[src/shared/amp_diag_pkg.sv]
// Package: constants, register map and carriers for the amplifier
// diagnostic sequencer. Assumes a single 40 MHz clock domain.
package amp_diag_pkg;

    // ------------------------------------------------------------
    // Timing
    // ------------------------------------------------------------
    localparam int CLK_PERIOD_NS   = 25;
    localparam int TICK_TIME_NS    = 1_000_000;
    localparam int MS_CYCLES       = (TICK_TIME_NS + CLK_PERIOD_NS - 1) / CLK_PERIOD_NS;
    localparam int RECHECK_TIME_MS = 1;
    localparam int ACQ_TIME_MS     = 100;
    localparam int DIAG_TIME_MS    = 100;
    localparam int AC_MIN_PULSES   = 3;
    localparam int NCH             = 4;

    localparam logic [6:0] RECHECK_LAST = 7'(RECHECK_TIME_MS - 1);
    localparam logic [6:0] ACQ_LAST     = 7'(ACQ_TIME_MS - 1);
    localparam logic [6:0] DIAG_LAST    = 7'(DIAG_TIME_MS - 1);
    localparam logic [1:0] AC_ENOUGH    = 2'(AC_MIN_PULSES);

    // ------------------------------------------------------------
    // Register map (byte addresses)
    // ------------------------------------------------------------
    localparam int ADDR_W = 4;
    localparam int DATA_W = 32;
    localparam logic [3:0] OFS_CTRL1  = 4'h0;
    localparam logic [3:0] OFS_CTRL2  = 4'h4;
    localparam logic [3:0] OFS_RESULT = 4'h8;
    localparam logic [3:0] OFS_STATUS = 4'hC;

    localparam logic [7:0] CTRL_RESET = 8'h00;
    localparam int C1_UNMUTE_REAR  = 1;
    localparam int C1_UNMUTE_FRONT = 2;
    localparam int C1_DIAG_EN      = 3;
    localparam int C1_STANDBY_MUTE_PIN_OUT     = 4;
    localparam int C1_OFFSET_EN    = 5;
    localparam int C2_AC_EN        = 2;
    localparam int C2_AC_LOW       = 7;

    // Turn-on code replaced once a permanent short is seen
    localparam logic [1:0] CODE_PERM_SHORT = 2'b11;

    // ------------------------------------------------------------
    // Carriers and states
    // ------------------------------------------------------------
    typedef struct packed {
        logic [3:0] overload;
        logic [3:0] offset_high;
        logic [3:0] ac_pulse;
        logic [7:0] turnon_code;
    } sense_s;

    typedef struct packed {
        logic [7:0] turnon;
        logic [3:0] ac_open;
        logic [3:0] offset;
        logic [3:0] short;
    } result_s;

    localparam int RES_W = $bits(result_s);

    typedef enum logic [1:0] {
        CH_ACTIVE  = 2'b00,
        CH_RECHECK = 2'b01,
        CH_DIAG    = 2'b10,
        CH_RESTART = 2'b11
    } chan_state_e;

    typedef enum logic [1:0] {
        ON_STANDBY_MUTE_PIN   = 2'b00,
        ON_PULSE  = 2'b01,
        ON_BIASED = 2'b10
    } turnon_state_e;

endpackage : amp_diag_pkg

[src/chan_guard.sv]
// Per-channel permanent short-circuit guard: restart and diagnostic modes.
// Assumes a synchronised overload level and a one-cycle millisecond tick.
`timescale 1ns/1ps
module chan_guard (
    input  wire logic clock_i,
    input  wire logic reset_n_i,
    input  wire logic ms_tick_i,
    input  wire logic overload_i,
    input  wire logic diag_en_i,
    input  wire logic rearm_i,
    output logic      chan_on_o,
    output logic      fault_o,
    output logic      protect_o
);
    import amp_diag_pkg::*;

    chan_state_e state_q, state_d;
    logic [6:0]  ms_q;
    logic        done_q;
    logic        diag_end;

    always_comb begin
        state_d  = state_q;
        diag_end = 1'b0;
        case (state_q)
            CH_ACTIVE: begin
                if (overload_i) begin
                    // Self-activation; a finished cycle waits for a read
                    state_d = (diag_en_i && !done_q) ? CH_RECHECK : CH_RESTART;
                end
            end
            CH_RECHECK: begin
                if (ms_tick_i && ms_q == RECHECK_LAST) begin
                    state_d = overload_i ? CH_DIAG : CH_ACTIVE;
                end
            end
            CH_DIAG: begin
                if (ms_tick_i && ms_q == DIAG_LAST) begin
                    state_d  = CH_RESTART;
                    diag_end = 1'b1;
                end
            end
            CH_RESTART: begin
                if (ms_tick_i && !overload_i) begin
                    state_d = CH_ACTIVE;
                end
            end
            default: state_d = CH_ACTIVE;
        endcase
    end

    always_ff @(posedge clock_i or negedge reset_n_i) begin
        if (!reset_n_i) begin
            state_q <= CH_ACTIVE;
        end else begin
            state_q <= state_d;
        end
    end

    always_ff @(posedge clock_i or negedge reset_n_i) begin
        if (!reset_n_i) begin
            ms_q <= 7'h00;
        end else if (state_d != state_q) begin
            ms_q <= 7'h00;
        end else if (ms_tick_i) begin
            ms_q <= ms_q + 7'h01;
        end
    end

    // Completion beats a read landing in the same cycle
    always_ff @(posedge clock_i or negedge reset_n_i) begin
        if (!reset_n_i) begin
            done_q <= 1'b0;
        end else if (diag_end) begin
            done_q <= 1'b1;
        end else if (rearm_i) begin
            done_q <= 1'b0;
        end
    end

    always_ff @(posedge clock_i or negedge reset_n_i) begin
        if (!reset_n_i) begin
            chan_on_o <= 1'b1;
            fault_o   <= 1'b0;
            protect_o <= 1'b0;
        end else begin
            chan_on_o <= (state_d == CH_ACTIVE);
            fault_o   <= diag_end;
            protect_o <= (state_d != CH_ACTIVE);
        end
    end

    a_recheck_off: assert property (@(posedge clock_i) disable iff (!reset_n_i)
        state_q == CH_RECHECK |-> !chan_on_o)
        else $error("channel on during recheck");
    a_check_to_diag: assert property (@(posedge clock_i) disable iff (!reset_n_i)
        (state_q == CH_RECHECK && ms_tick_i && overload_i) |=> state_q == CH_DIAG)
        else $error("overload at recheck did not start diagnostic");
    a_diag_to_restart: assert property (@(posedge clock_i) disable iff (!reset_n_i)
        (state_q == CH_DIAG ##1 state_q != CH_DIAG) |-> state_q == CH_RESTART && fault_o)
        else $error("diagnostic end without restart and record");
    a_wait_for_read: assert property (@(posedge clock_i) disable iff (!reset_n_i)
        (state_q == CH_ACTIVE && done_q) |=> state_q != CH_RECHECK)
        else $error("new cycle started before a read");

endmodule : chan_guard

[src/amp_diag_seq.sv]
// Diagnostic sequencer of a four-channel amplifier: turn-on test pulse,
// permanent short guard, offset window and AC tweeter pulse count.
// Assumes sense inputs come from analog comparators, asynchronous to clock_i.
//
// Contract
// - Turn-on result kept until a new pulse, which needs a prior read.
// - Standby-out with diag enable runs pulse first, stage off.
// - After bias, permanent diagnostic runs; turn-on result kept until short.
// - Output status captured at end of 100 ms pulse plateau.
// - Restart mode shuts faulty channel, checks each ms, restarts.
// - Diagnostic mode by host enable, self-activated by overload.
// - Recheck after 1 ms; no overload returns channel active.
// - Overload still present at recheck starts 100 ms diagnostic.
// - After diagnostic, channel to restart mode, fault stored.
// - Next permanent cycle only after completed cycle and a read.
// - Offset beyond two volts either polarity flags the channel.
// - Offset window opens at last read or enable, closes at read.
// - Offset reported only if present over whole window.
// - Overload protection suspends offset and AC tests.
// - AC test runs only while control byte two bit two set.
// - Control byte two bit seven selects low AC thresholds.
// - Fewer than three current pulses reports open tweeter.
// - Read returns previous results and re-arms; change on second read.
//
// The address-and-strobe port and the address map were left to the implementer.
`timescale 1ns/1ps
module amp_diag_seq #(
    parameter int MS_CYCLES = amp_diag_pkg::MS_CYCLES
) (
    input  wire logic                          clock_i,
    input  wire logic                          reset_n_i,
    input  wire logic [amp_diag_pkg::ADDR_W-1:0] addr_i,
    input  wire logic [amp_diag_pkg::DATA_W-1:0] wdata_i,
    input  wire logic                          wr_i,
    input  wire logic                          rd_i,
    output logic      [amp_diag_pkg::DATA_W-1:0] rdata_o,
    input  wire amp_diag_pkg::sense_s          sense_i,
    output logic                               stage_off_o,
    output logic                               test_pulse_o,
    output logic      [amp_diag_pkg::NCH-1:0]  chan_on_o,
    output logic      [1:0]                    unmute_o,
    output logic                               ac_thresh_low_o
);
    import amp_diag_pkg::*;

    localparam int TB_W = $clog2(MS_CYCLES + 1);

    // ------------------------------------------------------------
    // Input synchronisers
    // ------------------------------------------------------------
    sense_s s1_q;
    sense_s s2_q;
    logic [NCH-1:0] pulse_prev_q;

    always_ff @(posedge clock_i or negedge reset_n_i) begin
        if (!reset_n_i) begin
            s1_q         <= '0;
            s2_q         <= '0;
            pulse_prev_q <= '0;
        end else begin
            s1_q         <= sense_i;
            s2_q         <= s1_q;
            pulse_prev_q <= s2_q.ac_pulse;
        end
    end

    // ------------------------------------------------------------
    // Millisecond timebase
    // ------------------------------------------------------------
    logic [TB_W-1:0] tb_q;
    logic            ms_tick_q;

    always_ff @(posedge clock_i or negedge reset_n_i) begin
        if (!reset_n_i) begin
            tb_q      <= '0;
            ms_tick_q <= 1'b0;
        end else if (tb_q == TB_W'(MS_CYCLES - 1)) begin
            tb_q      <= '0;
            ms_tick_q <= 1'b1;
        end else begin
            tb_q      <= tb_q + TB_W'(1);
            ms_tick_q <= 1'b0;
        end
    end

    // ------------------------------------------------------------
    // Control bytes
    // ------------------------------------------------------------
    logic [7:0] ctrl1_q;
    logic [7:0] ctrl2_q;
    logic       wr1;
    logic       wr2;
    logic       rd_res;
    logic       ofs_open;
    logic       ac_open_evt;

    assign wr1    = wr_i && addr_i == OFS_CTRL1;
    assign wr2    = wr_i && addr_i == OFS_CTRL2;
    assign rd_res = rd_i && addr_i == OFS_RESULT;
    assign ofs_open = rd_res || (wr1 && wdata_i[C1_OFFSET_EN] && !ctrl1_q[C1_OFFSET_EN]);
    assign ac_open_evt = rd_res || (wr2 && wdata_i[C2_AC_EN] && !ctrl2_q[C2_AC_EN]);

    always_ff @(posedge clock_i or negedge reset_n_i) begin
        if (!reset_n_i) begin
            ctrl1_q <= CTRL_RESET;
        end else if (wr1) begin
            ctrl1_q <= wdata_i[7:0];
        end
    end

    always_ff @(posedge clock_i or negedge reset_n_i) begin
        if (!reset_n_i) begin
            ctrl2_q <= CTRL_RESET;
        end else if (wr2) begin
            ctrl2_q <= wdata_i[7:0];
        end
    end

    always_ff @(posedge clock_i or negedge reset_n_i) begin
        if (!reset_n_i) begin
            unmute_o        <= 2'b00;
            ac_thresh_low_o <= 1'b0;
        end else begin
            unmute_o        <= {ctrl1_q[C1_UNMUTE_FRONT], ctrl1_q[C1_UNMUTE_REAR]};
            ac_thresh_low_o <= ctrl2_q[C2_AC_LOW];
        end
    end

    // ------------------------------------------------------------
    // Turn-on test sequence
    // ------------------------------------------------------------
    turnon_state_e state_q, state_d;
    logic [6:0]    acq_q;
    logic          armed_q;
    logic          capture;

    always_comb begin
        state_d = state_q;
        capture = 1'b0;
        case (state_q)
            ON_STANDBY_MUTE_PIN: begin
                if (wr1 && wdata_i[C1_STANDBY_MUTE_PIN_OUT]) begin
                    // With diag enable and armed_q, pulse goes first and bias follows after the plateau; otherwise bias at once
                    state_d = (wdata_i[C1_DIAG_EN] && armed_q) ? ON_PULSE : ON_BIASED;
                end
            end
            ON_PULSE: begin
                if (ms_tick_q && acq_q == ACQ_LAST) begin
                    state_d = ON_BIASED;
                    capture = 1'b1;
                end
            end
            ON_BIASED: begin
                if (wr1 && !wdata_i[C1_STANDBY_MUTE_PIN_OUT]) begin
                    state_d = ON_STANDBY_MUTE_PIN;
                end
            end
            default: state_d = ON_STANDBY_MUTE_PIN;
        endcase
    end

    always_ff @(posedge clock_i or negedge reset_n_i) begin
        if (!reset_n_i) begin
            state_q <= ON_STANDBY_MUTE_PIN;
        end else begin
            state_q <= state_d;
        end
    end

    always_ff @(posedge clock_i or negedge reset_n_i) begin
        if (!reset_n_i) begin
            acq_q <= 7'h00;
        end else if (state_q != ON_PULSE) begin
            acq_q <= 7'h00;
        end else if (ms_tick_q) begin
            acq_q <= acq_q + 7'h01;
        end
    end

    // Only a read or a reset allows the next pulse request
    always_ff @(posedge clock_i or negedge reset_n_i) begin
        if (!reset_n_i) begin
            armed_q <= 1'b1;
        end else if (rd_res) begin
            armed_q <= 1'b1;
        end else if (state_d == ON_PULSE && state_q == ON_STANDBY_MUTE_PIN) begin
            armed_q <= 1'b0;
        end
    end

    always_ff @(posedge clock_i or negedge reset_n_i) begin
        if (!reset_n_i) begin
            stage_off_o  <= 1'b1;
            test_pulse_o <= 1'b0;
        end else begin
            stage_off_o  <= (state_d != ON_BIASED);
            test_pulse_o <= (state_d == ON_PULSE);
        end
    end

    // ------------------------------------------------------------
    // Per-channel permanent, offset and AC diagnostics
    // ------------------------------------------------------------
    logic           perm_en;
    logic [NCH-1:0] fault;
    logic [NCH-1:0] protect;
    logic [NCH-1:0] short_q;
    logic [NCH-1:0] ofs_ok_q;
    logic [NCH-1:0] ofs_live;
    logic [NCH-1:0] ac_abort_q;
    logic [NCH-1:0] ac_live;
    logic [7:0]     turnon_q;
    logic [1:0]     acn_q [NCH];

    assign perm_en = ctrl1_q[C1_DIAG_EN] && state_q == ON_BIASED;

    genvar ch;
    generate
        for (ch = 0; ch < NCH; ch++) begin : g_ch
            chan_guard u_guard (
                .clock_i   (clock_i),
                .reset_n_i (reset_n_i),
                .ms_tick_i (ms_tick_q),
                .overload_i(s2_q.overload[ch]),
                .diag_en_i (perm_en),
                .rearm_i   (rd_res),
                .chan_on_o (chan_on_o[ch]),
                .fault_o   (fault[ch]),
                .protect_o (protect[ch])
            );

            // Each channel keeps its own record
            always_ff @(posedge clock_i or negedge reset_n_i) begin
                if (!reset_n_i) begin
                    short_q[ch] <= 1'b0;
                end else if (fault[ch]) begin
                    short_q[ch] <= 1'b1;
                end else if (rd_res) begin
                    short_q[ch] <= 1'b0;
                end
            end

            always_ff @(posedge clock_i or negedge reset_n_i) begin
                if (!reset_n_i) begin
                    turnon_q[2*ch +: 2] <= 2'b00;
                end else if (capture) begin
                    turnon_q[2*ch +: 2] <= s2_q.turnon_code[2*ch +: 2];
                end else if (fault[ch]) begin
                    turnon_q[2*ch +: 2] <= CODE_PERM_SHORT;
                end
            end

            // Window survives only while the offset stays high
            always_ff @(posedge clock_i or negedge reset_n_i) begin
                if (!reset_n_i) begin
                    ofs_ok_q[ch] <= 1'b0;
                end else if (ofs_open) begin
                    ofs_ok_q[ch] <= 1'b1;
                end else if (!s2_q.offset_high[ch] || protect[ch]) begin
                    ofs_ok_q[ch] <= 1'b0;
                end
            end
            assign ofs_live[ch] = ctrl1_q[C1_OFFSET_EN] && ofs_ok_q[ch]
                                  && s2_q.offset_high[ch];

            always_ff @(posedge clock_i or negedge reset_n_i) begin
                if (!reset_n_i) begin
                    acn_q[ch]      <= 2'b00;
                    ac_abort_q[ch] <= 1'b0;
                end else if (ac_open_evt) begin
                    acn_q[ch]      <= 2'b00;
                    ac_abort_q[ch] <= 1'b0;
                end else if (protect[ch]) begin
                    ac_abort_q[ch] <= 1'b1;
                end else if (ctrl2_q[C2_AC_EN] && s2_q.ac_pulse[ch] && !pulse_prev_q[ch]
                             && acn_q[ch] != AC_ENOUGH) begin
                    acn_q[ch] <= acn_q[ch] + 2'b01;
                end
            end
            assign ac_live[ch] = ctrl2_q[C2_AC_EN] && !ac_abort_q[ch]
                                 && acn_q[ch] != AC_ENOUGH;
        end
    endgenerate

    // ------------------------------------------------------------
    // Result snapshot and read path
    // ------------------------------------------------------------
    result_s live;
    result_s shadow_q;

    always_comb begin
        live.turnon  = turnon_q;
        live.ac_open = ac_live;
        live.offset  = ofs_live;
        live.short   = short_q;
    end

    // Read hands out the previous snapshot and takes a fresh one
    always_ff @(posedge clock_i or negedge reset_n_i) begin
        if (!reset_n_i) begin
            shadow_q <= '0;
        end else if (rd_res) begin
            shadow_q <= live;
        end
    end

    always_ff @(posedge clock_i or negedge reset_n_i) begin
        if (!reset_n_i) begin
            rdata_o <= '0;
        end else if (rd_i) begin
            case (addr_i)
                OFS_CTRL1:  rdata_o <= {24'h00_0000, ctrl1_q};
                OFS_CTRL2:  rdata_o <= {24'h00_0000, ctrl2_q};
                OFS_RESULT: rdata_o <= {{(DATA_W - RES_W){1'b0}}, shadow_q};
                OFS_STATUS: rdata_o <= {25'h000_0000, armed_q, state_q, chan_on_o};
                default:    rdata_o <= '0;
            endcase
        end else begin
            rdata_o <= '0;
        end
    end

    // ------------------------------------------------------------
    // Checks
    // ------------------------------------------------------------
    a_pulse_stage_off: assert property (@(posedge clock_i) disable iff (!reset_n_i)
        (state_q == ON_STANDBY_MUTE_PIN && wr1 && wdata_i[C1_STANDBY_MUTE_PIN_OUT] && wdata_i[C1_DIAG_EN] && armed_q)
        |=> test_pulse_o && stage_off_o)
        else $error("stage on during test pulse");
    a_pulse_needs_arm: assert property (@(posedge clock_i) disable iff (!reset_n_i)
        $rose(test_pulse_o) |-> $past(armed_q) && !armed_q)
        else $error("pulse without prior read");
    a_plateau_length: assert property (@(posedge clock_i) disable iff (!reset_n_i)
        (state_q == ON_PULSE && state_d == ON_BIASED) |-> acq_q == ACQ_LAST && ms_tick_q)
        else $error("capture off the plateau end");
    a_read_previous: assert property (@(posedge clock_i) disable iff (!reset_n_i)
        rd_res |=> rdata_o[RES_W-1:0] == $past(shadow_q) && shadow_q == $past(live))
        else $error("read did not return previous snapshot");
    a_offset_persist: assert property (@(posedge clock_i) disable iff (!reset_n_i)
        rd_res |=> (shadow_q.offset & ~$past(ofs_ok_q)) == '0)
        else $error("offset flagged without whole window");
    a_ac_gate: assert property (@(posedge clock_i) disable iff (!reset_n_i)
        !ctrl2_q[C2_AC_EN] |-> ac_live == '0)
        else $error("AC result while test disabled");

endmodule : amp_diag_seq

[config.mk]
export PLATFORM = sky130hd
export DESIGN_NAME = amp_diag_seq
export DESIGN_NICKNAME = d
export VERILOG_FILES = /design/src/shared/amp_diag_pkg.sv /design/src/chan_guard.sv /design/src/amp_diag_seq.sv
export SDC_FILE = /design/constraint.sdc
export NUM_CORES = 1
export LEC_CHECK = 0
export CORE_UTILIZATION = 51
export DETAILED_ROUTE_END_ITERATION = 16
export DONT_BUFFER_PORTS = 1
export PLACE_DENSITY_LB_ADDON = 0.15
export SLEW_MARGIN = 40
export SYNTH_ARGS = -nofsm -noshare
export SYNTH_HDL_FRONTEND = slang
export SYNTH_SLANG_ARGS = --single-unit
[constraint.sdc]
create_clock -name clock_i -period 3.65 [get_ports clock_i]
set_input_delay 0.365 -clock clock_i [delete_from_list [all_inputs] [get_ports clock_i]]
set_output_delay 0.365 -clock clock_i [all_outputs]
set_load 0.05 [all_outputs]
==> results.sh, run 1 <==
export IMPL_outcome="finished with violations"
export IMPL_violations="negative hold slack"
export IMPL_portBuffers=0
export IMPL_p_switching_w=0.00127
export IMPL_cts_made_buffers=23
export IMPL_cts_setup_buffers=0
export IMPL_wl_um=15600
export IMPL_synth_edf_count=0
export IMPL_cts_tree="built"
export IMPL_crit_arrival_ns=2.40
export IMPL_clk_insertion_delay_late_ns=0.51
export IMPL_skew_ns=0.0175
export IMPL_required_ns=4.01
export IMPL_num_vias=5368
export IMPL_grt_start_max_net_pins=213
export IMPL_ys_warn_count=0
export IMPL_timing_hold_ws_ns=-0.453
export IMPL_multi_input_area_um2=3060
export IMPL_grt_pass1_vias=5418
export IMPL_antenna_found_initial=0
export IMPL_final_max_slew_violation_count=0
export IMPL_period_minus_slack_ns=2.04
export IMPL_power_density_nw_per_um2=563
export IMPL_synth_flop_cell="dfrtp_1"
export IMPL_switching_share=0.227
export IMPL_rsz0062_at_grt="false"
export IMPL_cellLeakagePower_nw=4.61
export IMPL_maxCapViolations=0
export IMPL_ios=101
export IMPL_synth_async_reset_ratio=1.00
export IMPL_worst_slew_pin_slew_ns=0.596
export IMPL_pre_cts_slack_ns=1.52
export IMPL_die_w_um=132
export IMPL_drtIter0Drc=236
export IMPL_fin_nets=844
export IMPL_cts_resized=0
export IMPL_root_buffer="clkbuf_16"
export IMPL_yosys_register_bits=212
export IMPL_viasPerCell=5.33
export IMPL_placed_area_um2=8810
export IMPL_fill_cells=1358
export IMPL_tns_ns=0
export IMPL_ff_latch_area_um2=5310
export IMPL_synth_most_common_cell="dfrtp_1"
export IMPL_hp_class="in -> async"
export IMPL_synth_cells=736
export IMPL_dpl_hpwl_um=10200
export IMPL_areaGrowthSynthToFinish_pct=14.8
export IMPL_combPwrFrac=0.060
export IMPL_hold_violations=212
export IMPL_slew_headroom=0.597
export IMPL_ctsHoldBuffers=28
export IMPL_wl_per_cell_um=15.5
export IMPL_critPathKind="reg -> reg"
export IMPL_path_clk_slew_ns=0.06
export IMPL_dr_pass1_iters=4
export IMPL_cts_sinks=212
export IMPL_ys_seq_area_frac=0.614
export IMPL_fin_crit_sh=0.558
export IMPL_die_h_um=132
export IMPL_place_gp_congestion=0.798
export IMPL_end_kind="flip-flop"
export IMPL_power_share_sequential=0.481
export IMPL_syn_avg_cell_area_um2=11.8
export IMPL_ys_types=61
export IMPL_dieArea_um2=17500
export IMPL_r2r_slack_ns=1.61
export IMPL_cpMaxStageDelayCell="a21oi_1"
export IMPL_yosys_top_cells_area="dfrtp_1 (60%), nand2_1 (3.9%), nor2_1 (3.3%)"
export IMPL_worstPathCellList="inv_1 -> ha_1 -> or3b_2 -> a211o_1 -> a21oi_1 -> nor3_1"
export IMPL_setup_slack_ns=1.61
export IMPL_fmax_mhz=491
export IMPL_coreArea_um2=16600
export IMPL_h_tree_depth=1
export IMPL_cp_max_fo=7
export IMPL_netlist_area_leader_share=0.595
export IMPL_internal_power_w=0.00433
export IMPL_drive_above_1_share=0.113
export IMPL_grt_remaining_overflow=0
export IMPL_synth_area_um2=8660
export IMPL_antenna_left=0
export IMPL_clock_path_buffers=3
export IMPL_p_clk_frac=0.459
export IMPL_grt_pass1_wl_um=26800
export IMPL_setup_viol=0
export IMPL_critPathMaxStageDelay_ns=0.47
export IMPL_synth_top_area_cell="dfrtp_1"
export IMPL_gr_usage_all_layers=0.189
export IMPL_final_area_um2=9940
export IMPL_drcViolationCount=0
export IMPL_yosys_top_cells_count="dfrtp_1 (206), nand2_1 (89), nor2_1 (76)"
export IMPL_num_rows=47
export IMPL_start_util=0.522
export IMPL_ir_worst_vdd_uv=343
export IMPL_diodes=0
export IMPL_startpoint_type="flip-flop"
layout make-up:
cell class                 count  share of cell area
timing repair buffer          33              0.0320
clock buffer                  30              0.0646
tap                          220              0.0277
clock inverter                12              0.0215
multi-input combinational    468               0.308
sequential                   212               0.534
inverter                      32              0.0121
metal layers:
layer	track usage	routed length, um	up-vias
met5	0	0	-
met4	0.0632	374	0
met3	0.0311	655	30
met2	0.308	7510	103
met1	0.259	7040	2691
li1	-	-	2544
cell families (layout without fill, tap and decap cells):
| kind of cell | after synthesis | after routing | synth area share |
|---|---|---|---|
| AO/OA/AOI/OAI | 72 | 72 | 0.0611 |
| XOR/XNOR | 45 | 45 | 0.0455 |
| adder cells (fa/ha/maj) | 14 | 14 | 0.0202 |
| buffers and inverters | 67 | 107 | 0.0386 |
| flip-flops | 212 | 212 | 0.614 |
| multiplexers | 39 | 39 | 0.0571 |
| other | 1 | 12 | 0.000433 |
| AND/OR/NAND/NOR | 286 | 286 | 0.163 |
cell usage in the layout (no fill, tap or decap), types with 13 or more instances in the layout:
master / n
dfrtp_1: 206
nand4_1: 17
nor2b_1: 13
xor2_1: 21
mux2i_1: 19
nand3_1: 13
nand2_1: 89
nor2_1: 76
nand2b_1: 15
dlygate4sd3_1: 28
clkbuf_16: 23
mux2_2: 13
ha_1: 14
inv_1: 32
xnor2_1: 24
worst paths after layout:
check	cells past startpoint	to	start
setup / recovery	6	g_ch[1].u_guard.ms_q[1]	g_ch[1].u_guard.ms_q[0]
hold / removal	0	rdata_o[15]	reset_n_i
setup reg to reg	6	g_ch[1].u_guard.ms_q[1]	g_ch[1].u_guard.ms_q[0]
hold reg to reg	0	s2_q[6]	s1_q[6]
max in group asynchronous	0	g_ch[0].u_guard.chan_on_o	reset_n_i
min in group clock_i	1	ctrl1_q[4]	wdata_i[4]
through the flow:
step	instances	hold WS [ns]	power, W	util
after floorplan	747	0.0694	0.00297	-
after global placement	937	0.0734	0.00302	0.531
after detailed placement	937	0.0735	0.00304	0.531
after CTS	1007	-0.466	0.00566	0.600
after global routing	1007	-0.468	0.00579	0.600
final	1007	-0.453	0.00560	0.600
power by group through the flow:
stage	registers (W)	clock network, W	logic [W]
after floorplan	0.00266	0	0.000302
after global placement	0.00272	0	0.000293
after detailed placement	0.00273	0	0.000311
after CTS	0.00269	0.00263	0.000340
after global routing	0.00271	0.00271	0.000377
final	0.00269	0.00257	0.000336
registers in the layout (all words and copies together), names as in the netlist, 2 cells and up:
register                cells
acq_q                       7
acn_q                       8
g_ch.u_guard.fault_o        4
pulse_prev_q                4
shadow_q                   20
g_ch.u_guard.done_q         4
ctrl2_q                     8
g_ch.u_guard.state_q        8
s1_q                       20
s2_q                       20
tb_q                       16
live                       12
unmute_o                    2
g_ch.u_guard.ms_q          28
g_ch.u_guard.chan_on_o      4
rdata_o                    20
state_q                     2
ofs_ok_q                    4
g_ch.u_guard.protect_o      4
ctrl1_q                     8
ac_abort_q                  4
critical path, delay by kind of cell (launching register included):
family	cells	cell delay (ns)
AO/OA/AOI/OAI	2	0.70
adder cells (fa/ha/maj)	1	0.16
buffers and inverters	1	0.07
flip-flops	1	0.42
AND/OR/NAND/NOR	2	0.55
Note: power is estimated with default switching activity, not from simulation.
==> inputs of run 2 (changes only) <==
Clock period 3.65 ns to 2 ns, I/O delays scaled along.
==> results.sh, run 2 (synthesis gave the netlist of run 1 again) <==
export IMPL_antenna_found_initial=0
export IMPL_cp_max_fo=4
export IMPL_grt_start_max_net_pins=213
export IMPL_num_rows=47
export IMPL_place_gp_congestion=0.832
export IMPL_fmax_mhz=525
export IMPL_final_common_cell="dfrtp_1"
export IMPL_die_w_um=132
export IMPL_h_tree_depth=1
export IMPL_final_cell_mix="dfrtp_1 (206), nand2_1 (89), nor2_1 (76)"
export IMPL_layout_cells_non_filler=1019
export IMPL_worstRegToRegCells=4
export IMPL_placed_area_um2=8900
export IMPL_drcViolationCount=0
export IMPL_cts_sinks=212
export IMPL_areaGrowthSynthToFinish_pct=15.2
export IMPL_fin_nets=857
export IMPL_diodes=0
export IMPL_rsz0062_at_grt="false"
export IMPL_hp_class="in -> async"
export IMPL_timing_hold_ws_ns=-0.591
export IMPL_start_util=0.522
export IMPL_startpoint_type="flip-flop"
export IMPL_dieArea_um2=17500
export IMPL_drtIter0Drc=324
export IMPL_multi_input_area_um2=3100
export IMPL_grt_pass1_vias=5545
export IMPL_wl_per_cell_um=15.5
export IMPL_skew_ns=0.0138
export IMPL_final_core_util=0.601
export IMPL_path_clk_slew_ns=0.06
export IMPL_clock_path_buffers=3
export IMPL_final_max_slew_violation_count=0
export IMPL_slew_headroom=0.591
export IMPL_largest_register_ffs=28
export IMPL_end_kind="flip-flop"
export IMPL_final_area_um2=9970
export IMPL_antenna_left=0
export IMPL_post_place_cells=949
export IMPL_ctsHoldBuffers=30
export IMPL_critPathKind="reg -> reg"
export IMPL_cts_tree="built"
export IMPL_grt_remaining_overflow=0
export IMPL_root_buffer="clkbuf_16"
export IMPL_r2r_start="g_ch[2].u_guard.ms_q[2]"
export IMPL_max_flop_register="g_ch.u_guard.ms_q"
export IMPL_cts_setup_buffers=0
export IMPL_tns_ns=0
export IMPL_portBuffers=0
export IMPL_ir_worst_vdd_uv=660
export IMPL_period_minus_slack_ns=1.91
export IMPL_cts_made_buffers=22
export IMPL_required_ns=2.38
export IMPL_wl_um=15800
export IMPL_maxCapViolations=0
export IMPL_die_h_um=132
export IMPL_dpl_hpwl_um=10400
export IMPL_r2r_slack_ns=0.09
export IMPL_outcome="finished with violations"
export IMPL_drive_above_1_share=0.123
export IMPL_num_vias=5405
export IMPL_grt_pass1_wl_um=27000
export IMPL_violations="negative hold slack"
export IMPL_worstReg2RegEnd="g_ch[2].u_guard.protect_o"
export IMPL_hold_violations=212
export IMPL_power_density_nw_per_um2=954
export IMPL_cellLeakagePower_nw=4.61
export IMPL_coreArea_um2=16600
export IMPL_setup_viol=0
export IMPL_clk_insertion_delay_late_ns=0.49
export IMPL_power_w=0.00952
export IMPL_viasPerCell=5.30
export IMPL_crit_arrival_ns=2.29
export IMPL_dr_pass1_iters=4
export IMPL_fin_crit_sh=0.953
export IMPL_gr_usage_all_layers=0.188
export IMPL_ff_latch_area_um2=5310
export IMPL_worst_slew_pin_slew_ns=0.605
export IMPL_fill_cells=1318
export IMPL_ios=101
[run 2: stage by stage]
step,hold slack [ns],setup slack (ns)
2_1_floorplan,-0.0956,0.158
3_5_place_dp,-0.0917,0.0192
4_1_cts,-0.615,0.0148
5_1_grt,-0.612,0.00643
3_3_place_gp,-0.0916,0.0656
6_report,-0.591,0.0940
[run 2: how the worst max path moves through the flow]
stage                     slack [ns]  depth (start not counted)                   endpoint                     from
after floorplan                 0.16                          4    g_ch[2].u_guard.ms_q[0]  g_ch[2].u_guard.ms_q[2]
after CTS                       0.01                          4    g_ch[2].u_guard.ms_q[4]  g_ch[2].u_guard.ms_q[2]
after global placement          0.07                          4    g_ch[2].u_guard.ms_q[0]  g_ch[2].u_guard.ms_q[2]
after detailed placement        0.02                          4    g_ch[2].u_guard.ms_q[6]  g_ch[2].u_guard.ms_q[2]
final                           0.09                          4  g_ch[2].u_guard.protect_o  g_ch[2].u_guard.ms_q[2]
after global routing           0.006                          4    g_ch[2].u_guard.ms_q[2]  g_ch[2].u_guard.ms_q[2]
[run 2: repair_timing]
item | CTS | global route
endpoints found under the setup margin | 0 | 22
endpoints found under the hold margin | 256 | 212
gates resized for setup | 0 | 5
[run 2: cell type report]
| type | count | area share |
|---|---|---|
| multi-input cells | 468 | 0.311 |
| well taps | 220 | 0.0276 |
| clock buffers | 35 | 0.0693 |
| flip-flops and latches | 212 | 0.533 |
| inverters | 32 | 0.0120 |
| repair buffers | 47 | 0.0442 |
| clock inverters | 5 | 0.00276 |
[run 2: power by group]
part           switching [W]  internal (W)
clock network        0.00159       0.00236
logic               0.000334      0.000318
registers           0.000344       0.00456
[run 2: critical path, stage by stage, from the launching register on]
cell	delay, ns
dfrtp_1	0.41
or3_4	0.42
or4_1	0.51
a21o_1	0.22
a31o_2	0.24
[run 2: layer usage]
metal  wire, um  track usage  up-vias
met5          0            0        -
met2       7620        0.312      106
li1           -            -     2563
met3        709       0.0323       24
met4        315       0.0562        0
met1       7180        0.257     2712
